--- src/logic/lwp_pkg.sv ---
// shared constants and types for the keypad wake pad control block
package lwp_pkg;
   // clock and wake hold timing
   localparam int CLK_PERIOD_NS = 20;
   localparam int WAKE_HOLD_NS = 10000;
   localparam int WAKE_HOLD_CYC = (WAKE_HOLD_NS + CLK_PERIOD_NS - 1) / CLK_PERIOD_NS;
   localparam int WAKE_CNT_W = $clog2(WAKE_HOLD_CYC + 1);

   // register byte offsets
   localparam logic [7:0] ADDR_WAKE_CTRL = 8'h00;
   localparam logic [7:0] ADDR_PWR_CTRL = 8'h04;
   localparam logic [7:0] ADDR_STATUS = 8'h08;

   // wake control register fields
   localparam int WC_IEN_LSB = 0;
   localparam int WC_POL_LSB = 4;
   localparam int WC_EDGE_LSB = 8;
   localparam int WC_LVL_LSB = 12;
   localparam int WC_HOST_BIT = 16;
   localparam int WC_W = 17;

   // power control register fields
   localparam int PC_SLEEP_BIT = 0;
   localparam int PC_HOLD_BIT = 1;
   localparam int PC_RETAIN_BIT = 2;

   // status register fields
   localparam int ST_PEND_LSB = 0;
   localparam int ST_LOWPWR_BIT = 4;
   localparam int ST_INIT_BIT = 5;
   localparam int ST_ACT_LSB = 8;

   // reset values
   localparam logic [3:0] IEN_RST = 4'h0;
   localparam logic [3:0] POL_RST = 4'hf;
   localparam logic [3:0] EDGE_RST = 4'h0;
   localparam logic [3:0] LVL_RST = 4'hf;

   // sleep unit states
   typedef enum logic [2:0] {
      ST_RUN = 3'b001,
      ST_SLEEP = 3'b010,
      ST_WAKE = 3'b100
   } lwp_state_t;

   // drive of the eight keypad pads (oe_b low while driving)
   typedef struct packed {
      logic [7:0] out;
      logic [7:0] oe_b;
      logic [7:0] pu;
      logic [7:0] pd;
   } lwp_pad_t;

   // wake control register layout
   typedef struct packed {
      logic hostWake;
      logic [3:0] lvl;
      logic [3:0] edgeSel;
      logic [3:0] pol;
      logic [3:0] ien;
   } lwp_wctl_t;
endpackage

--- src/logic/lwp_sync.sv ---
// multi-stage level synchroniser for the wake input pads
`timescale 1ns/1ps
`default_nettype none
module lwp_sync #(
   parameter int W = 4,
   parameter int STAGES = 2
) (
   // clock and reset
   input wire logic ref_clk,
   input wire logic rst_b,
   // data
   input wire logic [W-1:0] d,
   output logic [W-1:0] q
);
   logic [W-1:0] sh_r [STAGES];

   if (STAGES < 2) begin : g_chk
      $error("lwp_sync needs at least two stages");
   end

   // shift chain, only the last stage is visible
   always_ff @(posedge ref_clk) begin
      if (!rst_b) begin
         for (int i = 0; i < STAGES; i++) begin
            sh_r[i] <= '0;
         end
      end else begin
         sh_r[0] <= d;
         for (int i = 1; i < STAGES; i++) begin
            sh_r[i] <= sh_r[i-1];
         end
      end
   end

   assign q = sh_r[STAGES-1];
endmodule
`default_nettype wire

--- src/logic/lwp_pad_ctrl.sv ---
// keypad wake pad control with apb registers and sleep sequencing
`timescale 1ns/1ps
`default_nettype none
module lwp_pad_ctrl
   import lwp_pkg::*;
#(
   parameter int ADDR_W = 8,
   parameter int SYNC_STAGES = 2
) (
   // clock and reset
   input wire logic ref_clk,
   input wire logic rst_b,
   // apb slave
   input wire logic [ADDR_W-1:0] paddr,
   input wire logic psel,
   input wire logic penable,
   input wire logic pwrite,
   input wire logic [31:0] pwdata,
   input wire logic [3:0] pstrb,
   output logic [31:0] prdata,
   output logic pready,
   output logic pslverr,
   // general pad controller request for run mode
   input wire lwp_pkg::lwp_pad_t gpioCtrl,
   // keypad pads
   input wire logic [7:0] padIn,
   output lwp_pkg::lwp_pad_t padDrv,
   // requests and power status
   output logic [3:0] irqReq,
   output logic wakeReq,
   output logic lowPower,
   output logic padPowerHold,
   output logic coreStateRetain
);
   import lwp_pkg::*;

   localparam int HoldCyc = WAKE_HOLD_CYC;

   if (ADDR_W < 4) begin : g_chk
      $error("lwp_pad_ctrl needs at least four address bits");
   end

   // byte strobes expanded to a bit mask
   function automatic logic [31:0] lwp_bmask(input logic [3:0] s);
      return {{8{s[3]}}, {8{s[2]}}, {8{s[1]}}, {8{s[0]}}};
   endfunction

   lwp_state_t stateR, stateNxt;
   lwp_wctl_t wctlR, wctlNxt;
   logic initR;
   logic holdR;
   logic retainR;
   logic [3:0] pendR, pendNxt;
   logic [3:0] actPrevR;
   logic [WAKE_CNT_W-1:0] cntR, cntNxt;
   logic [31:0] prdataR;
   logic [3:0] padSync;

   // apb decode
   wire logic [7:0] addr8 = 8'(paddr);
   wire logic setup = psel & ~penable;
   wire logic access = psel & penable;
   wire logic selWc = addr8 == ADDR_WAKE_CTRL;
   wire logic selPc = addr8 == ADDR_PWR_CTRL;
   wire logic selSt = addr8 == ADDR_STATUS;
   wire logic mapped = selWc | selPc | selSt;
   wire logic wrEn = access & pwrite & mapped;
   wire logic [31:0] wmask = lwp_bmask(pstrb);
   wire logic wrWc = wrEn & selWc;
   wire logic wrPc = wrEn & selPc & pstrb[0];
   wire logic sleepReq = wrPc & pwdata[PC_SLEEP_BIT];
   wire logic [3:0] pendClr = (wrEn & selSt & pstrb[0]) ? pwdata[ST_PEND_LSB +: 4] : 4'h0;

   assign pready = 1'b1;
   assign pslverr = access & ~mapped;
   assign prdata = prdataR;

   // wake input sensing from the raw pads, no clock needed
   wire logic [3:0] rawAct = wctlR.ien & ~(padIn[7:4] ^ wctlR.pol);
   wire logic inSleep = stateR == ST_SLEEP;
   assign wakeReq = inSleep & (|rawAct);

   // clocked view of the same sensing
   lwp_sync #(
      .W(4),
      .STAGES(SYNC_STAGES)
   ) u_sync (
      .ref_clk(ref_clk),
      .rst_b(rst_b),
      .d(padIn[7:4]),
      .q(padSync)
   );
   wire logic [3:0] actSync = wctlR.ien & ~(padSync ^ wctlR.pol);
   wire logic [3:0] actRise = actSync & ~actPrevR & wctlR.edgeSel;
   wire logic wakeSync = |actSync;

   // set beats clear on the latched edge requests
   assign pendNxt = (pendR & ~pendClr) | actRise;
   // level requests pass straight from the pad, edge requests are latched
   assign irqReq = wctlR.ien & ((wctlR.edgeSel & pendR) | (~wctlR.edgeSel & rawAct));

   // wake control write with byte strobes
   assign wctlNxt = lwp_wctl_t'((WC_W'(wctlR) & ~wmask[WC_W-1:0]) | (pwdata[WC_W-1:0] & wmask[WC_W-1:0]));

   // sleep unit sequencing
   always_comb begin
      stateNxt = stateR;
      cntNxt = cntR;
      case (stateR)
         ST_RUN: begin
            if (sleepReq) begin
               stateNxt = ST_SLEEP;
            end
         end
         ST_SLEEP: begin
            cntNxt = '0;
            if (wakeSync) begin
               stateNxt = ST_WAKE;
            end
         end
         ST_WAKE: begin
            cntNxt = cntR + WAKE_CNT_W'(1);
            if (cntR == WAKE_CNT_W'(HoldCyc - 1)) begin
               stateNxt = ST_RUN;
            end
         end
         default: begin
            stateNxt = ST_RUN;
         end
      endcase
   end

   // state and register storage
   always_ff @(posedge ref_clk) begin
      if (!rst_b) begin
         stateR <= ST_RUN;
         wctlR <= '{hostWake: 1'b0, lvl: LVL_RST, edgeSel: EDGE_RST, pol: POL_RST, ien: IEN_RST};
         initR <= 1'b0;
         holdR <= 1'b0;
         retainR <= 1'b0;
         pendR <= 4'h0;
         actPrevR <= 4'h0;
         cntR <= '0;
      end else begin
         stateR <= stateNxt;
         cntR <= cntNxt;
         pendR <= pendNxt;
         actPrevR <= actSync;
         if (wrWc) begin
            wctlR <= wctlNxt;
            initR <= 1'b1;
         end
         if (wrPc) begin
            holdR <= pwdata[PC_HOLD_BIT];
            retainR <= pwdata[PC_RETAIN_BIT];
         end
      end
   end

   // read data captured in the setup cycle
   wire logic [31:0] rdStatus = {16'h0, 4'h0, actSync, 2'h0, initR, lowPower, pendR};
   wire logic [31:0] rdPwr = {29'h0, retainR, holdR, 1'b0};
   wire logic [31:0] rdMux = selWc ? 32'(wctlR) : selPc ? rdPwr : selSt ? rdStatus : 32'h0;
   always_ff @(posedge ref_clk) begin
      if (!rst_b) begin
         prdataR <= 32'h0;
      end else if (setup & ~pwrite) begin
         prdataR <= rdMux;
      end
   end

   // power status outputs
   assign lowPower = stateR != ST_RUN;
   assign padPowerHold = holdR & retainR; // hold ignored without retention
   assign coreStateRetain = retainR;

   // power unit pad drive: levels before init are the defaults
   wire logic [3:0] lvlEff = initR ? wctlR.lvl : LVL_RST;
   wire logic hostLvl = stateR == ST_WAKE;
   wire logic [3:0] lowOut = wctlR.hostWake ? {lvlEff[3:1], hostLvl} : lvlEff;
   wire logic [3:0] upPu = initR ? ~wctlR.pol : 4'h0;
   wire logic [3:0] upPd = initR ? wctlR.pol : 4'hf;
   wire lwp_pad_t pmuPad = '{out: {4'h0, lowOut}, oe_b: 8'hf0, pu: {upPu, 4'h0}, pd: {upPd, 4'h0}};

   // ownership: reset and every non-run state belong to the power unit,
   // whatever the pad power hold says; the keypad pads are never unpowered
   wire logic pmuOwn = ~rst_b | lowPower;
   assign padDrv = pmuOwn ? pmuPad : gpioCtrl;

   // cycles spent in the wake state, watched by the hold length checks
   logic [WAKE_CNT_W-1:0] wakeLenR;
   always_ff @(posedge ref_clk) begin
      if (!rst_b || !(stateR == ST_WAKE)) begin
         wakeLenR <= '0;
      end else begin
         wakeLenR <= wakeLenR + WAKE_CNT_W'(1);
      end
   end
endmodule
`default_nettype wire

--- config.mk ---
export PLATFORM = sky130hd
export DESIGN_NAME = lwp_pad_ctrl
export DESIGN_NICKNAME = d
export VERILOG_FILES = /design/src/logic/lwp_pkg.sv /design/src/logic/lwp_sync.sv /design/src/logic/lwp_pad_ctrl.sv
export SDC_FILE = /design/constraint.sdc
export NUM_CORES = 1
export LEC_CHECK = 0
export ABC_AREA = 1
export BUFFER_PORTS_ARGS = -buffer_cell sky130_fd_sc_hd__buf_4
export CORE_ASPECT_RATIO = 1.1
export CORE_MARGIN = 5
export CORE_UTILIZATION = 50
export CTS_BUF_LIST = sky130_fd_sc_hd__clkbuf_16
export DETAILED_ROUTE_END_ITERATION = 10
export GPL_TIMING_DRIVEN = 0
export PLACE_DENSITY = 0.85
export SETUP_SLACK_MARGIN = 0.4
export SYNTH_ARGS = -nofsm -noshare
export SYNTH_HDL_FRONTEND = slang
export SYNTH_HIERARCHICAL = 1
export SYNTH_SLANG_ARGS = --single-unit
--- constraint.sdc ---
create_clock -name ref_clk -period 2.3 [get_ports ref_clk]
set_input_delay 0 -clock ref_clk [delete_from_list [all_inputs] [get_ports ref_clk]]
set_output_delay 0 -clock ref_clk [all_outputs]
set_load 0.01 [all_outputs]
==> results of run 1 <==
power groups by stage:
stage,Clock (mW),Sequential [mW],Combinational (mW)
floorplan,0,1.23,0.685
global placement,0,1.22,1.30
detailed placement,0,1.23,1.33
CTS,1.42,1.20,1.38
global route,1.48,1.21,1.51
finish,1.42,1.20,1.40
area by class of cell:
type,instances,area [sq um],share of cell area [%]
buffer,37,277,5.39
multi-input combinational,353,1600,31.1
clock buffer,9,225,4.39
sequential,65,1300,25.4
timing repair buffer,151,1200,23.4
inverter,91,342,6.66
clock inverter,7,85.1,1.66
tap,82,103,2.00
metal layers:
layer	up-vias	global-route usage [%]	share of wire, %
li1	1954	-	-
met1	1831	29.3	35
met3	51	5.77	8.3
met4	0	14.9	5.0
met5	-	0	0
met2	232	45.0	51
what timing repair did:
item,CTS,global route
hold buffers,26,0
setup endpoints to repair,0,22
gates resized for setup,0,1
endpoints found under the hold margin,32,0
setup buffers,0,0
through the flow:
step	cells	total power, mW	instance area [sq um]	utilization [%]	hold slack [ps]
CTS	795	4.00	5120	76.8	51.8
finish	795	4.02	5130	76.8	55.9
global route	795	4.20	5130	76.8	75.5
detailed placement	753	2.56	4550	68.2	204
global placement	753	2.52	4550	68.2	200
floorplan	546	1.91	3510	-	87.1
cell usage in the layout (no fill, tap or decap), types with 2 or more instances in the layout:
| master | n |
|---|---|
| nand2_2 | 2 |
| o31ai_1 | 2 |
| nor2_1 | 75 |
| nand4_1 | 4 |
| nand3_2 | 2 |
| bufinv_16 | 2 |
| nor3_1 | 3 |
| nor2_4 | 2 |
| dlygate4sd3_1 | 26 |
| clkbuf_1 | 4 |
| or2_2 | 4 |
| inv_1 | 87 |
| xnor2_1 | 3 |
| clkinv_1 | 3 |
| a21o_1 | 4 |
| clkinv_2 | 2 |
| buf_6 | 3 |
| nand2_1 | 125 |
| buf_4 | 145 |
| clkbuf_16 | 9 |
| o21ai_0 | 28 |
| dfxtp_1 | 65 |
| a21oi_1 | 38 |
| buf_2 | 7 |
| inv_2 | 3 |
| conb_1 | 16 |
| a21oi_2 | 2 |
| nand3_1 | 34 |
| clkbuf_8 | 2 |
worst register-to-register path: stages (launching register included):
cell,delay [ps]
dfxtp_1,390
ha_1,230
inv_1,90
nor3_1,200
nand2_1,100
nand2_1,130
inv_1,60
nor2_1,100
nand3_1,70
nand2_1,60
final timing paths:
kind                                start                           end  depth (start not counted)
min reg2reg  u_sync/sh_r[0][2]$_SDFF_PN0_  u_sync/sh_r[0][6]$_SDFF_PN0_                          2
min                              pstrb[2]                     flip-flop                          4
max reg2reg          cntR[0]$_SDFFE_PN0P_        stateR[1]$_SDFFE_PN0P_                          9
max                stateR[2]$_SDFFE_PN0P_                    padDrv[12]                          8
kinds of logic after synthesis:
family                     after synthesis  share of synthesized area (%)
and+or+nand+nor                        255                           31.0
buffers and inverters                  128                           17.9
other                                    2                          0.217
adders and majority gates                1                          0.362
xor gates and xnor gates                 3                          0.760
DFF                                     65                           37.6
AOI/OAI and AO/OA                       78                           12.2
==> metrics.cfg, run 1 <==
[power_and_ir_drop]
power.leakage_nw=2.75
clockPowerShare_pct=35.4
seqPwrFrac_pct=29.9
power_switching_mw=1.26
power_density_nw_per_um2=785
p_int_mw=2.76
swShare_pct=31.4
pwr-share-comb_pct=34.7
peakVddDrop_mv=0.658

[sta]
tns_ps=0
worst_pin_slew_ps=559
fin_crit_sh_pct=76.1
setup_viol=0
fin_skew_ps=5.90
fmax_mhz=571
hold_viol=0
finalMaxSlewViolations=0
period_needed_ps=1750
rsz0062_at_grt=false
worst_slack_ps=549
slew_headroom_pct=62.8

[synthesis]
synth_common_cells=nand2_1, inv_1, nor2_1
syn-instance-count=532
syn_area_sq_um=3460
synth_area_leader_cell=dfxtp_1
yosysMostFrequentCell=nand2_1
seq_area_frac_synth_pct=37.6
yosysUniqueCellTypes=36
synth_edf_count=0
synth_top_area_share_pct=37.6
ys_async_sr_fraction_pct=0
synthTopCellsByArea=dfxtp_1, nand2_1, inv_1
synth-seq-cells=65
syn_area_per_cell_sq_um=6.50
synth_warnings=6
synth_flop_cell=dfxtp_1

[critical_path]
path_cells=inv_1, nand3_2, nor2_4, inv_2, buf_2, nor2_1, nor2_1, buf_4
regToRegSetupSlack_ps=830
setup.worst_path.class=flip-flop to output pin
worstSetupEndpointType=output pin
cp_num_buf_inv=4
critPathRequiredTime_ps=2300
cp_slowest_stage_delay_ps=320
cp_slowest_cell=dfxtp_1
critPathMaxFanout=10
arrival_ps=1750
crit_family=simple AND/OR/NAND/NOR gates
start_kind=flip-flop
cp_common_cell=nor2_1

[drt]
drt_wl_total_um=11500
first_iter_violations=268
first_pass_iters=5
vias_per_cell=5.12
drc=0
post_drt_wl_per_cell_um=14.5
vias=4068
ant_nets=0

[floorplanning]
start_util_pct=51.8
core.rowCount=31
die_area_sq_um=8680
die_y_um=97.2
num_io_pins=163
design.core.area_sq_um=6670
die_x_um=89.3

[clock_tree]
clk_latency_ps=330
clockRootBuffer=clkbuf_16
path_clk_slew_ps=50
cts_tree=done
cts_made_buffers=9
cts.sinks=65
htree_levels=3
cts_buffer_depth=2

[layout]
drive_gt1_share_pct=26.4
diodes=0
nets=798
syn2layout_area_growth_pct=48.3
nFillCells=498

[place]
hpwl_um=8130
dpl_worst_slack_ps=835
io_buffer_count=125
place_congestion=0.935

[global_routing]
antenna_found_initial=0
track_usage_pct=26.4
grt_pass1_wl_um=18100
grt_overflow_total=0
grt_max_degree=12
grt_pass1_vias=3978

[hold_path]
min_path_type=primary input to flip-flop

[run]
drv_cap=0

[outcome]
status=finished, final reports clean

(Power assumes the default switching activity.)
==> run 2, diff against run 1 <==
- ABC_AREA: 1 -> 0
- CORE_UTILIZATION: 50 -> 46
- PLACE_DENSITY: 0.85 -> 0.8
- clock period: 2.3 -> 1.8 ns (I/O delays scaled with it)
==> run 2 against run 1 <==
- cell count down 14%
- sequential power up 20%
- hold slack worse by 23 ps
- clock skew up 3.8 ps
- wire length up 17%
- global-route usage down 0.81 points
- critical path depth down 3
- sequential share of layout area down 1.9 points
- critical path type unchanged
- largest cell class unchanged
==> metrics.cfg, run 2 <==
[clock_tree]
clk_latency_ps=330  ; about the same
cts.sinks=65  ; unchanged
cts_made_buffers=9  ; unchanged
path_clk_slew_ps=60  ; about the same
htree_levels=3  ; unchanged
cts_buffer_depth=2  ; unchanged
cts_tree=done
clockRootBuffer=clkbuf_16

[synthesis]
seq_area_frac_synth_pct=40.0  ; +2.4 points
synth_area_leader_cell=dfxtp_1
synth_flop_cell=dfxtp_1
synth_common_cells=dfxtp_1, nand2_1, nor2_1
synthTopCellsByArea=dfxtp_1, mux2i_1, buf_4
syn-instance-count=391  ; -27%
synth_warnings=6  ; unchanged
synth_top_area_share_pct=40.0  ; +2.4 points
yosysUniqueCellTypes=47  ; +31%
synth-seq-cells=65  ; unchanged
syn_area_sq_um=3250  ; -5.9%
yosysMostFrequentCell=dfxtp_1
syn_area_per_cell_sq_um=8.32  ; +28%
synth_edf_count=0  ; unchanged
ys_async_sr_fraction_pct=0  ; unchanged

[drt]
drt_wl_total_um=13500  ; +17%
first_iter_violations=282  ; +5.2%
vias=3911  ; -3.9%
vias_per_cell=5.72  ; +12%
first_pass_iters=5  ; unchanged
drc=0  ; unchanged
ant_nets=0  ; unchanged
post_drt_wl_per_cell_um=19.8  ; +36%

[sta]
setup_viol=0  ; unchanged
finalMaxSlewViolations=0  ; unchanged
fmax_mhz=583
rsz0062_at_grt=true
worst_pin_slew_ps=691  ; +132 ps
slew_headroom_pct=54.0  ; -8.8 points
hold_viol=0  ; unchanged
period_needed_ps=1720
worst_slack_ps=83.5  ; -465 ps
tns_ps=0  ; unchanged
fin_crit_sh_pct=95.4
fin_skew_ps=9.71  ; +3.82 ps
hold_slack_ps=33.2  ; -22.6 ps

[layout]
final_cell_count_no_fill=684  ; -14%
nFillCells=383  ; -23%
layout_commonest_cell=buf_4
drive_gt1_share_pct=43.6  ; +17 points
nets=684  ; -14%
mostFrequentLayoutCells=buf_4, dfxtp_1, nand2_1
diodes=0  ; unchanged
syn2layout_area_growth_pct=73.8

[power_and_ir_drop]
power.leakage_nw=2.51  ; -8.6%
power_density_nw_per_um2=733  ; -6.6%
total_power_mw=4.14  ; +3.0%
peakVddDrop_mv=0.648  ; -1.4%

[outcome]
status=finished, final reports clean

[place]
place_congestion=0.938  ; +0.35%
dp.cells=614  ; -18%
dpl_worst_slack_ps=-21.2  ; -856 ps
hpwl_um=7570  ; -6.9%
io_buffer_count=124  ; -0.80%

[floorplanning]
num_io_pins=163  ; unchanged
die_y_um=98.2  ; +1.0%
core.rowCount=32  ; +3.2%
start_util_pct=46.7  ; -5.1 points
die_area_sq_um=8860  ; +2.0%
die_x_um=90.2  ; +1.0%
design.core.area_sq_um=6970  ; +4.4%

[critical_path]
arrival_ps=1720  ; -30 ps
setup.worst_path.class=flip-flop to output pin
critPathRequiredTime_ps=1800  ; -500 ps
critPathMaxFanout=5  ; -5
start_kind=flip-flop
worstSetupEndpointType=output pin

[global_routing]
grt_overflow_total=0  ; unchanged
track_usage_pct=25.6  ; -0.81 points
antenna_found_initial=0  ; unchanged
grt_pass1_wl_um=18600  ; +2.7%
grt_pass1_vias=3769  ; -5.3%
grt_max_degree=13  ; +1

[hold_path]
min_path_type=primary input to flip-flop

[run]
drv_cap=0  ; unchanged

==> run 2: cell types whose count changed after synthesis, sizes merged, moves of 6 or more <==
cell | before | now
a21oi | 40 | 18
a22oi | 0 | 8
a31oi | 0 | 6
and2 | 1 | 15
and3 | 1 | 23
buf | 31 | 24
clkbuf | 6 | 16
inv | 90 | 12
mux2i | 0 | 16
nand2 | 127 | 38
nand3 | 36 | 22
nand3b | 0 | 6
nor2 | 77 | 31
o21ai | 29 | 23
==> run 2: final cells by class <==
class                   count  area, sq um  share of cell area, %
repair buffers            178         1510                   26.7
well taps                  85          106                   1.88
clock inverters             7          143                   2.52
flip-flops and latches     65         1330                   23.5
clock buffers               9          225                   3.98
multi-input cells         288         2030                   35.9
inverters                  12         45.0                  0.797
plain buffers              40          268                   4.74
==> run 2: routing by layer <==
| metal | global-route usage [%] | vias up | routed length (um) |
|---|---|---|---|
| met5 | 0 | - | 0 |
| met4 | 10.2 | 0 | 490 |
| met3 | 6.24 | 47 | 1020 |
| met2 | 46.0 | 220 | 7130 |
| met1 | 28.9 | 1883 | 4880 |
| li1 | - | 1761 | - |
==> run 2: logic make-up (layout without fill, tap and decap cells) <==
| group | Yosys count | after routing | share of synthesized area [%] |
|---|---|---|---|
| adders and majority gates | 1 | 1 | 0.385 |
| AOI/OAI and AO/OA | 81 | 81 | 15.8 |
| xor gates and xnor gates | 8 | 8 | 2.15 |
| and+or+nand+nor | 164 | 164 | 27.2 |
| DFF | 65 | 65 | 40.0 |
| muxes | 18 | 18 | 5.62 |
| other | 2 | 16 | 0.231 |
| buffers and inverters | 52 | 246 | 8.62 |
==> run 2: metrics by stage <==
step / utilization, % / cell area (sq um)
after CTS: 77.0 / 5370
after floorplan: - / 3310
after global placement: 62.4 / 4350
after detailed placement: 62.4 / 4350
after global routing: 81.2 / 5650
final: 81.2 / 5650
==> run 2: repair_timing <==
item	CTS	global route
pin swaps	28	20
buffers inserted	14	13
hold buffers	25	0
hold endpoints to repair	26	0
gates resized for setup	77	49
setup endpoints to repair	46	47
cloned	2	0
==> run 2: report_power, final <==
group	internal, mW	switching [mW]	total (mW)
clock	1.50	0.687	2.18
sequential	1.44	0.00307	1.44
combinational	0.291	0.232	0.522
total	3.22	0.921	4.14
==> run 2: path summary, 6_finish.rpt <==
check	start	endpoint	slack, ps	cells past startpoint
max	stateR[1]$_SDFFE_PN0P_	padDrv[5]	80	5
min	paddr[4]	initR$_SDFFE_PN0P_	30	4
max reg2reg	stateR[1]$_SDFFE_PN0P_	cntR[5]$_SDFFE_PN0P_	130	5
min reg2reg	prdata[2]$_SDFFE_PN0P_	prdata[2]$_SDFFE_PN0P_	450	2
==> run 2: critical path, cell delays in order (launching register included) <==
cell      delay [ps]
dfxtp_4          360
nor3b_4          300
nand2_2          170
clkbuf_8         180
o22a_1           230
buf_6            140
